File: src/light_prox_pkg.sv
// Shared constants for the light and proximity measurement sequencer
`default_nettype none
package light_prox_pkg;

  // ----------------------------------------------------------------------
  // Timing
  // ----------------------------------------------------------------------
  localparam int unsigned CLK_PERIOD_NS   = 5;
  localparam int unsigned STEP_NS         = 2_720_000;
  localparam int unsigned STEP_CYCLES     = STEP_NS / CLK_PERIOD_NS;
  localparam int unsigned PULSE_PERIOD_NS = 16_300;
  localparam int unsigned PULSE_CYCLES    = PULSE_PERIOD_NS / CLK_PERIOD_NS;
  localparam int unsigned LED_ON_NS       = 7_200;
  localparam int unsigned LED_ON_CYCLES   = LED_ON_NS / CLK_PERIOD_NS;
  localparam int unsigned PULSE_W         = 12;

  // ----------------------------------------------------------------------
  // Register map
  // ----------------------------------------------------------------------
  localparam logic [7:0] ADDR_ENABLE     = 8'h00;
  localparam logic [7:0] ADDR_LIGHT_TIME = 8'h01;
  localparam logic [7:0] ADDR_WAIT_TIME  = 8'h03;
  localparam logic [7:0] ADDR_PULSES     = 8'h0e;
  localparam logic [7:0] ADDR_GAIN       = 8'h0f;
  localparam logic [7:0] ADDR_STATUS     = 8'h13;
  localparam logic [7:0] ADDR_VIS_LO     = 8'h14;
  localparam logic [7:0] ADDR_VIS_HI     = 8'h15;
  localparam logic [7:0] ADDR_IR_LO      = 8'h16;
  localparam logic [7:0] ADDR_IR_HI      = 8'h17;

  localparam int unsigned BIT_POWER    = 0;
  localparam int unsigned BIT_LIGHT_EN = 1;
  localparam int unsigned BIT_PROX_EN  = 2;
  localparam int unsigned BIT_WAIT_EN  = 3;

  localparam logic [7:0] SETTING_RST = 8'hff;
  localparam logic [7:0] PULSES_RST  = 8'h00;
  localparam logic [1:0] GAIN_RST    = 2'h0;
  localparam logic [8:0] STEPS_FULL  = 9'h100;
  localparam logic [15:0] COUNT_FULL = 16'hffff;

  // ----------------------------------------------------------------------
  // Sequencer states
  // ----------------------------------------------------------------------
  typedef enum logic [4:0] {
    ST_SLEEP = 5'b0_0001,
    ST_START = 5'b0_0010,
    ST_PROX  = 5'b0_0100,
    ST_WAIT  = 5'b0_1000,
    ST_LIGHT = 5'b1_0000
  } seq_state_e;

endpackage
`default_nettype wire

File: src/light_prox_sequencer.sv
// Measurement sequencer with register port for the light/proximity sensor
//
// Decided for this implementation: the plain strobed port and the address map.
`default_nettype none
// Function
// - After reset the sequencer sleeps and measures nothing until enabled.
// - Setting the power bit moves the sequencer from sleep to start at once.
// - From start it walks proximity, wait, light in order, running enabled.
// - Clearing the power bit lets a running conversion finish, then sleeps.
// - The power bit is bit zero of the register at address zero.
// - Both light channels integrate over exactly the same interval.
// - Both channel counts move to data registers through a double buffer.
// - After the transfer the sequencer advances on its own.
// - Light integration lasts (256 - setting) steps of 2.72 ms.
// - An enabled wait lasts 1 to 256 steps of 2.72 ms from its setting.
// - Each step adds at most 1023 counts to a channel accumulator.
// - An accumulator saturates at 65535 instead of wrapping.
// - Proximity emits 0 to 255 LED pulses before its conversion.
module light_prox_sequencer
  import light_prox_pkg::*;
#(
  parameter int unsigned STEP_CYCLES_P = STEP_CYCLES
) (
  // Clock and reset
  input  wire logic       ref_clk_i,
  input  wire logic       resetn_i,
  // Register port
  input  wire logic [7:0] reg_addr_i,
  input  wire logic [7:0] reg_wdata_i,
  input  wire logic       reg_write_i,
  input  wire logic       reg_read_i,
  output logic      [7:0] reg_rdata_o,
  // Converter counts per step
  input  wire logic [9:0] visible_channel_count_i,
  input  wire logic [9:0] infrared_channel_count_i,
  // Analog front end controls
  output logic            light_integrate_o,
  output logic      [1:0] light_gain_o,
  output logic            led_pulse_o,
  output logic            prox_convert_o,
  output logic            sleep_o
);

  localparam int unsigned STEP_W = $clog2(STEP_CYCLES_P + 1);
  localparam logic [STEP_W-1:0] STEP_LAST = STEP_W'(STEP_CYCLES_P - 1);
  localparam logic [PULSE_W-1:0] PULSE_LAST = PULSE_W'(PULSE_CYCLES - 1);
  localparam logic [PULSE_W-1:0] LED_ON = PULSE_W'(LED_ON_CYCLES);

  // ----------------------------------------------------------------------
  // State
  // ----------------------------------------------------------------------
  typedef struct packed {
    seq_state_e        state;
    logic              power_on_bit;
    logic              light_en;
    logic              proximity_enable_bit;
    logic              wait_en;
    logic [7:0]        light_integration_setting;
    logic [7:0]        wait_time_setting;
    logic [7:0]        pulse_setting;
    logic [1:0]        light_gain_setting;
    logic [STEP_W-1:0] tick_cnt;
    logic [8:0]        step_cnt;
    logic [7:0]        pulse_cnt;
    logic [PULSE_W-1:0] sub_cnt;
    logic [15:0]       vis_acc;
    logic [15:0]       ir_acc;
    logic [15:0]       visible_channel_value;
    logic [15:0]       infrared_channel_value;
    logic [7:0]        vis_hi_shadow;
    logic [7:0]        ir_hi_shadow;
    logic              light_valid;
    logic [7:0]        rdata;
  } seq_s;

  seq_s cur;
  seq_s next_cur;

  // ----------------------------------------------------------------------
  // Next state
  // ----------------------------------------------------------------------
  always_comb begin
    logic        tick;
    logic        pulses_done;
    logic [16:0] vis_sum;
    logic [16:0] ir_sum;
    logic [8:0]  light_steps;
    logic [8:0]  wait_steps;
    logic        light_done;
    seq_state_e  after_prox;
    seq_state_e  after_wait;
    seq_state_e  from_start;
    tick        = (cur.tick_cnt == STEP_LAST);
    pulses_done = (cur.pulse_cnt == cur.pulse_setting);
    vis_sum     = {1'b0, cur.vis_acc} + {7'h00, visible_channel_count_i};
    ir_sum      = {1'b0, cur.ir_acc} + {7'h00, infrared_channel_count_i};
    light_steps = STEPS_FULL - {1'b0, cur.light_integration_setting};
    wait_steps  = STEPS_FULL - {1'b0, cur.wait_time_setting};
    light_done  = tick && (cur.step_cnt + 9'h001 == light_steps);
    after_wait  = cur.light_en ? ST_LIGHT : ST_START;
    after_prox  = cur.wait_en ? ST_WAIT : after_wait;
    from_start  = cur.proximity_enable_bit ? ST_PROX : after_prox;
    next_cur    = cur;

    // --------------------------------------------------------------------
    // Register writes
    // --------------------------------------------------------------------
    if (reg_write_i) begin
      unique case (reg_addr_i)
        ADDR_ENABLE: begin
          next_cur.power_on_bit         = reg_wdata_i[BIT_POWER];
          next_cur.light_en             = reg_wdata_i[BIT_LIGHT_EN];
          next_cur.proximity_enable_bit = reg_wdata_i[BIT_PROX_EN];
          next_cur.wait_en              = reg_wdata_i[BIT_WAIT_EN];
        end
        ADDR_LIGHT_TIME: begin
          next_cur.light_integration_setting = reg_wdata_i;
        end
        ADDR_WAIT_TIME: begin
          next_cur.wait_time_setting = reg_wdata_i;
        end
        ADDR_PULSES: begin
          next_cur.pulse_setting = reg_wdata_i;
        end
        ADDR_GAIN: begin
          next_cur.light_gain_setting = reg_wdata_i[1:0];
        end
        // Unmapped addresses are ignored
        default: ;
      endcase
    end

    // --------------------------------------------------------------------
    // Register reads
    // --------------------------------------------------------------------
    // Answered in the next cycle only, zero otherwise
    next_cur.rdata = 8'h00;
    if (reg_read_i) begin
      unique case (reg_addr_i)
        ADDR_ENABLE: begin
          next_cur.rdata[BIT_POWER]    = cur.power_on_bit;
          next_cur.rdata[BIT_LIGHT_EN] = cur.light_en;
          next_cur.rdata[BIT_PROX_EN]  = cur.proximity_enable_bit;
          next_cur.rdata[BIT_WAIT_EN]  = cur.wait_en;
        end
        ADDR_LIGHT_TIME: begin
          next_cur.rdata = cur.light_integration_setting;
        end
        ADDR_WAIT_TIME: begin
          next_cur.rdata = cur.wait_time_setting;
        end
        ADDR_PULSES: begin
          next_cur.rdata = cur.pulse_setting;
        end
        ADDR_GAIN: begin
          next_cur.rdata = {6'h00, cur.light_gain_setting};
        end
        ADDR_STATUS: begin
          next_cur.rdata       = {2'h0, cur.light_valid, cur.state};
          next_cur.light_valid = 1'b0;
        end
        // Low byte read freezes the high byte so a pair stays coherent
        ADDR_VIS_LO: begin
          next_cur.rdata         = cur.visible_channel_value[7:0];
          next_cur.vis_hi_shadow = cur.visible_channel_value[15:8];
        end
        ADDR_VIS_HI: begin
          next_cur.rdata = cur.vis_hi_shadow;
        end
        ADDR_IR_LO: begin
          next_cur.rdata        = cur.infrared_channel_value[7:0];
          next_cur.ir_hi_shadow = cur.infrared_channel_value[15:8];
        end
        ADDR_IR_HI: begin
          next_cur.rdata = cur.ir_hi_shadow;
        end
        default: ;
      endcase
    end

    // --------------------------------------------------------------------
    // Time base, shared by every step-timed state
    // --------------------------------------------------------------------
    next_cur.tick_cnt = tick ? '0 : cur.tick_cnt + STEP_W'(1);

    // --------------------------------------------------------------------
    // State walk
    // --------------------------------------------------------------------
    unique case (cur.state)
      ST_SLEEP: begin
        next_cur.tick_cnt = '0;
        // Wake on the enabling write itself so start follows at once
        if (next_cur.power_on_bit) begin
          next_cur.state = ST_START;
        end
      end

      ST_START: begin
        next_cur.tick_cnt  = '0;
        next_cur.step_cnt  = '0;
        next_cur.pulse_cnt = '0;
        next_cur.sub_cnt   = '0;
        next_cur.vis_acc   = '0;
        next_cur.ir_acc    = '0;
        next_cur.state = cur.power_on_bit ? from_start : ST_SLEEP;
      end

      ST_PROX: begin
        if (!pulses_done) begin
          // Time base is held during the LED burst
          next_cur.tick_cnt = '0;
          if (cur.sub_cnt == PULSE_LAST) begin
            next_cur.sub_cnt   = '0;
            next_cur.pulse_cnt = cur.pulse_cnt + 8'h01;
          end else begin
            next_cur.sub_cnt = cur.sub_cnt + PULSE_W'(1);
          end
        end else if (tick) begin
          next_cur.pulse_cnt = '0;
          next_cur.state = cur.power_on_bit ? after_prox : ST_SLEEP;
        end
      end

      ST_WAIT: begin
        // No conversion runs here, so power-off leaves at once
        if (!cur.power_on_bit) begin
          next_cur.step_cnt = '0;
          next_cur.state    = ST_SLEEP;
        end else if (tick) begin
          next_cur.step_cnt = cur.step_cnt + 9'h001;
          if (cur.step_cnt + 9'h001 == wait_steps) begin
            next_cur.step_cnt = '0;
            next_cur.state    = after_wait;
          end
        end
      end

      ST_LIGHT: begin
        if (tick) begin
          // Both channels accumulate on the same tick
          next_cur.vis_acc  = vis_sum[16] ? COUNT_FULL : vis_sum[15:0];
          next_cur.ir_acc   = ir_sum[16] ? COUNT_FULL : ir_sum[15:0];
          next_cur.step_cnt = cur.step_cnt + 9'h001;
        end
        if (light_done) begin
          next_cur.visible_channel_value  = next_cur.vis_acc;
          next_cur.infrared_channel_value = next_cur.ir_acc;
          next_cur.light_valid = 1'b1;
          next_cur.step_cnt    = '0;
          next_cur.vis_acc     = '0;
          next_cur.ir_acc      = '0;
          next_cur.state = cur.power_on_bit ? ST_START : ST_SLEEP;
        end
      end
    endcase
  end

  // ----------------------------------------------------------------------
  // Registers
  // ----------------------------------------------------------------------
  always_ff @(posedge ref_clk_i or negedge resetn_i) begin
    if (!resetn_i) begin
      cur.state                     <= ST_SLEEP;
      cur.power_on_bit              <= 1'b0;
      cur.light_en                  <= 1'b0;
      cur.proximity_enable_bit      <= 1'b0;
      cur.wait_en                   <= 1'b0;
      cur.light_integration_setting <= SETTING_RST;
      cur.wait_time_setting         <= SETTING_RST;
      cur.pulse_setting             <= PULSES_RST;
      cur.light_gain_setting        <= GAIN_RST;
      cur.tick_cnt                  <= '0;
      cur.step_cnt                  <= '0;
      cur.pulse_cnt                 <= '0;
      cur.sub_cnt                   <= '0;
      cur.vis_acc                   <= '0;
      cur.ir_acc                    <= '0;
      cur.visible_channel_value     <= '0;
      cur.infrared_channel_value    <= '0;
      cur.vis_hi_shadow             <= '0;
      cur.ir_hi_shadow              <= '0;
      cur.light_valid               <= 1'b0;
      cur.rdata                     <= '0;
    end else begin
      cur <= next_cur;
    end
  end

  // ----------------------------------------------------------------------
  // Outputs
  // ----------------------------------------------------------------------
  logic pulsing;

  assign pulsing           = (cur.state == ST_PROX)
                             && (cur.pulse_cnt != cur.pulse_setting);
  assign reg_rdata_o       = cur.rdata;
  assign light_integrate_o = (cur.state == ST_LIGHT);
  assign light_gain_o      = cur.light_gain_setting;
  assign led_pulse_o       = pulsing && (cur.sub_cnt < LED_ON);
  assign prox_convert_o    = (cur.state == ST_PROX) && !pulsing;
  assign sleep_o           = (cur.state == ST_SLEEP);

endmodule // light_prox_sequencer
`default_nettype wire

File: config.mk
export PLATFORM = sky130hd
export DESIGN_NAME = light_prox_sequencer
export DESIGN_NICKNAME = d
export VERILOG_FILES = /design/src/light_prox_pkg.sv /design/src/light_prox_sequencer.sv
export SDC_FILE = /design/constraint.sdc
export NUM_CORES = 1
export LEC_CHECK = 0
export BUFFER_PORTS_ARGS = -buffer_cell sky130_fd_sc_hd__buf_4
export CAP_MARGIN = 20
export CORE_ASPECT_RATIO = 1.2
export CORE_MARGIN = 5
export CORE_UTILIZATION = 60
export DETAILED_ROUTE_END_ITERATION = 10
export PLACE_DENSITY = 0.78
export REMOVE_ABC_BUFFERS = 1
export SYNTH_ARGS = -nofsm -noshare
export SYNTH_HDL_FRONTEND = slang
export SYNTH_SLANG_ARGS = --single-unit
File: constraint.sdc
create_clock -name ref_clk_i -period 5.09 [get_ports ref_clk_i]
set_input_delay 1.018 -clock ref_clk_i [delete_from_list [all_inputs] [get_ports ref_clk_i]]
set_output_delay 1.018 -clock ref_clk_i [all_outputs]
set_load 0.005 [all_outputs]
Yosys cells after proc, flatten, opt, wreduce, memory -nomap -nowiden. Cells that the tools add are included.

Add/sub/neg operators: 8. Reductions and logical operators: 22. Equality and inequality tests: 30. Muxes and demuxes: 46. Order comparisons: 1.

Operators with widths (count): one-hot mux 20 bit (2 select lines) (2); 2-to-1 mux 64 bit (1); one-hot mux 32 bit (2 select lines) (1); 2-to-1 mux 5 bit (12); 2-to-1 mux 9 bit (6); 2-to-1 mux 8 bit (6); equality test 8 x 5 -> 1 bit (second input constant) (5); 2-to-1 mux 20 bit (2); one-hot mux 4 bit (10 select lines) (1); adder 16 x 10 -> 17 bit (2); 2-to-1 mux 16 bit (2); 2-to-1 mux 32 bit (1); one-hot mux 4 bit (8 select lines) (1); 2-to-1 mux 30 bit (1); one-hot mux 9 bit (3 select lines) (1); one-hot mux 5 bit (5 select lines) (1); 2-to-1 mux 12 bit (2); adder 20 x 1 -> 20 bit (second input constant) (1); equality test 20 bit (second input constant) (1); equality test 9 bit (2); AND reduction 2 bit (9); subtractor 9 x 8 -> 9 bit (first input constant) (2); equality test 8 x 4 -> 1 bit (second input constant) (2); adder 12 x 1 -> 12 bit (second input constant) (1); 28 further kinds (42).

Input bits: 40. Register bits after elaboration: 173. Output and inout bits: 14. Logic and storage cells: 128.

Longest topological paths before layout.
Depth in word-level cells: 6. Gate-level depth with buffers: 11. Depth with buffers taken out: 9.

Worst setup path after synthesis. OpenSTA, ideal clock, no wires.

Path type: input -> register. Start: in infrared_channel_count_i[0]. End: reg cur[36] in the netlist's numbering. Setup slack: 1541 ps. Arrival: 3421 ps. Required time: 4962 ps. Setup time: 128 ps. Buffers on the path: 0. Cell stages on the path: 9. Cells stage by stage: ha_1 -> fa_1 -> a21o_1 -> a21oi_1 -> o211ai_1 -> a211oi_1 -> or3_1 -> a21oi_1 -> mux2_1.

Word-level cells in the longest chain between the ends: 3.

RTL lines: start: declaration (line light_prox_sequencer.sv:35) `input wire logic [9:0] infrared_channel_count_i,`; adder 16 x 10 -> 17 bit (line light_prox_sequencer.sv:96) `ir_sum = {1'b0, cur.ir_acc} + {7'h00, infrared_channel_count_i};`; 2-to-1 mux 16 bit (line light_prox_sequencer.sv:242) `next_cur.ir_acc = ir_sum[16] ? COUNT_FULL : ir_sum[15:0];`; 2-to-1 mux 32 bit (line light_prox_sequencer.sv:239) `if (tick) begin`; end signal: assignment (line light_prox_sequencer.sv:285) `cur <= next_cur;`; end: declaration (line light_prox_sequencer.sv:76) `seq_s cur;`.

Every way passes these cells. A chain may end at the register's enable or synchronous reset.

Final worst setup path.
Start: reg cur[157] in the netlist's numbering. End: reg cur[64] in the netlist's numbering.

Word-level cells in the longest chain between the ends: 5.

RTL lines: subtractor 9 x 8 -> 9 bit (line light_prox_sequencer.sv:97) `light_steps = STEPS_FULL - {1'b0, cur.light_integration_setting};`; equality test 9 bit (line light_prox_sequencer.sv:99) `light_done = tick && (cur.step_cnt + 9'h001 == light_steps);`; logical AND 1 bit (line light_prox_sequencer.sv:99); 2-to-1 mux 64 bit (line light_prox_sequencer.sv:245) `if (light_done) begin`; one-hot mux 32 bit (2 select lines) (line light_prox_sequencer.sv:189) `unique case (cur.state)`.

Every way passes these cells.

==> impl_metrics.ini <==
[outcome]
status = finished clean

[pwr]
p_int_w = 0.00226
switching_power_w = 0.00104
seqPwrFrac = 0.447
clkPwrFrac = 0.385
p_sw_frac = 0.316
power_leakage_nw = 5.08
vdd_drop_max_uv = 241
combinationalPowerShare = 0.169
p_per_area_nw_per_um2 = 291

[floorplan]
dieArea_um2 = 19800
pin_count = 54
std_cell_rows = 52
core-area_um2 = 16900
initial_utilization = 0.607
fp.dieH_um = 153
die_w_um = 129

[grt]
grt_pass1_wl_mm = 43.5
grt_overflow = 0
grt_antenna_before_repair = 0
grt_pass1_vias = 8447
grt_usage = 0.272
grt_max_degree = 113

[sta]
max-slew-margin-rel = 0.308
whs_ps = 464
tns_ps = 0
fin_skew_ps = 10.4
setup_violations = 0
finalCritPeriodShare = 0.708
rsz0062_at_grt = no
drv_slew = 0
finalWorstSetupSlack_ps = 1480
max_freq_ghz = 0.277
hold_violations = 0
max_slew.worst_pin.slew_ps = 1030
layout_min_cycle_time_ps = 3610

[cts]
clk_pin_slew_worst_paths_ps = 70
root_buffer = clkbuf_16
clock-sinks = 173
h-tree-depth = 4
clockBufferDepth = 2
clock_latency_ps = 440
numCtsBuffers = 17
cts_setup_buffers = 0
cts_tree = built
cts-resized-gates = 0
cts_hold_buf = 0

[drt]
drc = 0
avgViaCountPerCell = 6.49
detail_route.wl_per_cell_um = 19.4
vias = 8823
drt_iter0_markers = 728
wl_met1_mm = 11.2
postRouteAntennaNets = 0
wl_mm = 26.4
highest_layer = met4
firstDrtPassIters = 6
met2_length_mm = 12.9
dr_wl_met3_mm = 1.64

[final_layout]
diodes = 0
drive_above_1_share = 0.159
final_cell_mix = dfrtp_1 (156), nand2_1 (114), nor2_1 (81)
synthToLayoutAreaGrowth_pct = 11.1
layout.nets = 1198
layout_commonest_cell = dfrtp_1
design_area_um2 = 11400
fin_util = 0.675

[worst_setup_path]
crit_fanout = 20
cp-startpoint = cur[157]
rrSetupSlack_ps = 1480
critPathArrivalTime_ps = 3890
critPathLaunchType = flop
endpoint_kind = flop
crit_required_ps = 5370
reg2reg_from = cur[157]
critical_path_class = reg2reg
r2r-end = cur[64]
reg2reg_depth = 7

[yosys]
yosysWarnings = 0
synth_area_um2 = 10200
avgSynthCellArea_um2 = 9.34
ys_seq_elements = 173
async_flop_share = 1.00
synth-edff-count = 0
synthFlopType = dfrtp_1
yosysSeqAreaShare = 0.425
syn_inst = 1095
ys_types = 79

[placed_design]
dp_hpwl_mm = 18.9
routabilityCongestion = 0.945
place_area_um2 = 10800
place_ws_ps = 1250
portBuffers = 53

[min_path]
hp-class = in2async

[run]
drv_cap = 0
[Yosys cell counts (9+ instances only)]
cell / number / area, um^2
o21ai_1: 29 / 145
o22ai_1: 9 / 56.3
buf_4: 10 / 75.1
xnor2_1: 26 / 228
nor3_1: 27 / 135
o21ai_0: 63 / 315
mux2i_1: 14 / 140
ha_1: 26 / 325
a222oi_1: 10 / 100
nand2_1: 114 / 428
nand3_1: 42 / 210
nand2b_1: 10 / 62.6
o31ai_1: 19 / 143
a221oi_1: 13 / 114
clkbuf_1: 34 / 128
a31oi_1: 14 / 87.6
dfstp_2: 17 / 447
a21oi_1: 51 / 255
o211ai_1: 12 / 90.1
mux2_2: 47 / 529
dfrtp_1: 156 / 3900
and3_1: 19 / 119
xor2_1: 31 / 272
nor2_1: 81 / 304
and2_1: 9 / 56.3
a22oi_1: 9 / 67.6
nor2b_1: 13 / 81.3
a21o_1: 10 / 75.1
inv_1: 34 / 128
a211oi_1: 13 / 97.6
nand4_1: 10 / 62.6
or3_1: 9 / 56.3
[state kept, by name (all words and copies together), names as in the netlist]
register	flops
cur	163
reg_rdata_o	8
light_gain_o	2
[power groups by stage]
stage	Combinational [W]	Sequential, W	Clock [W]
global route	0.000609	0.00148	0.00135
global placement	0.000544	0.00150	0
CTS	0.000553	0.00147	0.00128
detailed placement	0.000549	0.00150	0
finish	0.000557	0.00148	0.00127
floorplan	0.000341	0.00148	0
[worst max-delay path by stage]
stage               endpoint  slack, ps
floorplan            cur[35]       1180
global placement     cur[60]       1240
detailed placement   cur[59]       1250
CTS                  cur[64]       1510
global route         cur[60]       1320
finish               cur[64]       1480
[cells by family (layout without fill, tap and decap cells)]
family                     count (synthesis)  count (layout)  synth area share
adders and majority gates                 28              28            0.0357
and+or+nand+nor                          381             381             0.185
xor gates and xnor gates                  57              57            0.0488
DFF                                      173             173             0.425
AOI/OAI and AO/OA                        308             308             0.202
muxes                                     62              62            0.0665
buffers and inverters                     86             134            0.0366
[area by class of cell]
cell class              count  area, um^2
repair buffers             68         531
inverters                  34         128
multi-input cells         836        5510
fillers                  1339        5480
flip-flops and latches    173        4350
clock buffers              17         425
clock inverters            15         151
well taps                 216         270
[per-layer routing]
metal  vias up  global-route usage
met3        56              0.0492
li1       4133                   -
met4         0              0.0925
met2       346               0.438
met1      4288               0.371
met5         -                   0
[critical path, stage by stage, from the launching register on]
cell and delay, ps:
dfstp_2 410, or4_4 570, or3_4 360, a211o_1 290, a2111oi_4 520, nand2_2 420, nand2_1 660, a221oi_1 210
[through the flow]
step	power (W)	cells
detailed placement	0.00205	1326
floorplan	0.00182	1043
global route	0.00344	1359
global placement	0.00204	1325
finish	0.00331	1359
CTS	0.00331	1358
No activity file was read; power rests on OpenSTA's default activity.
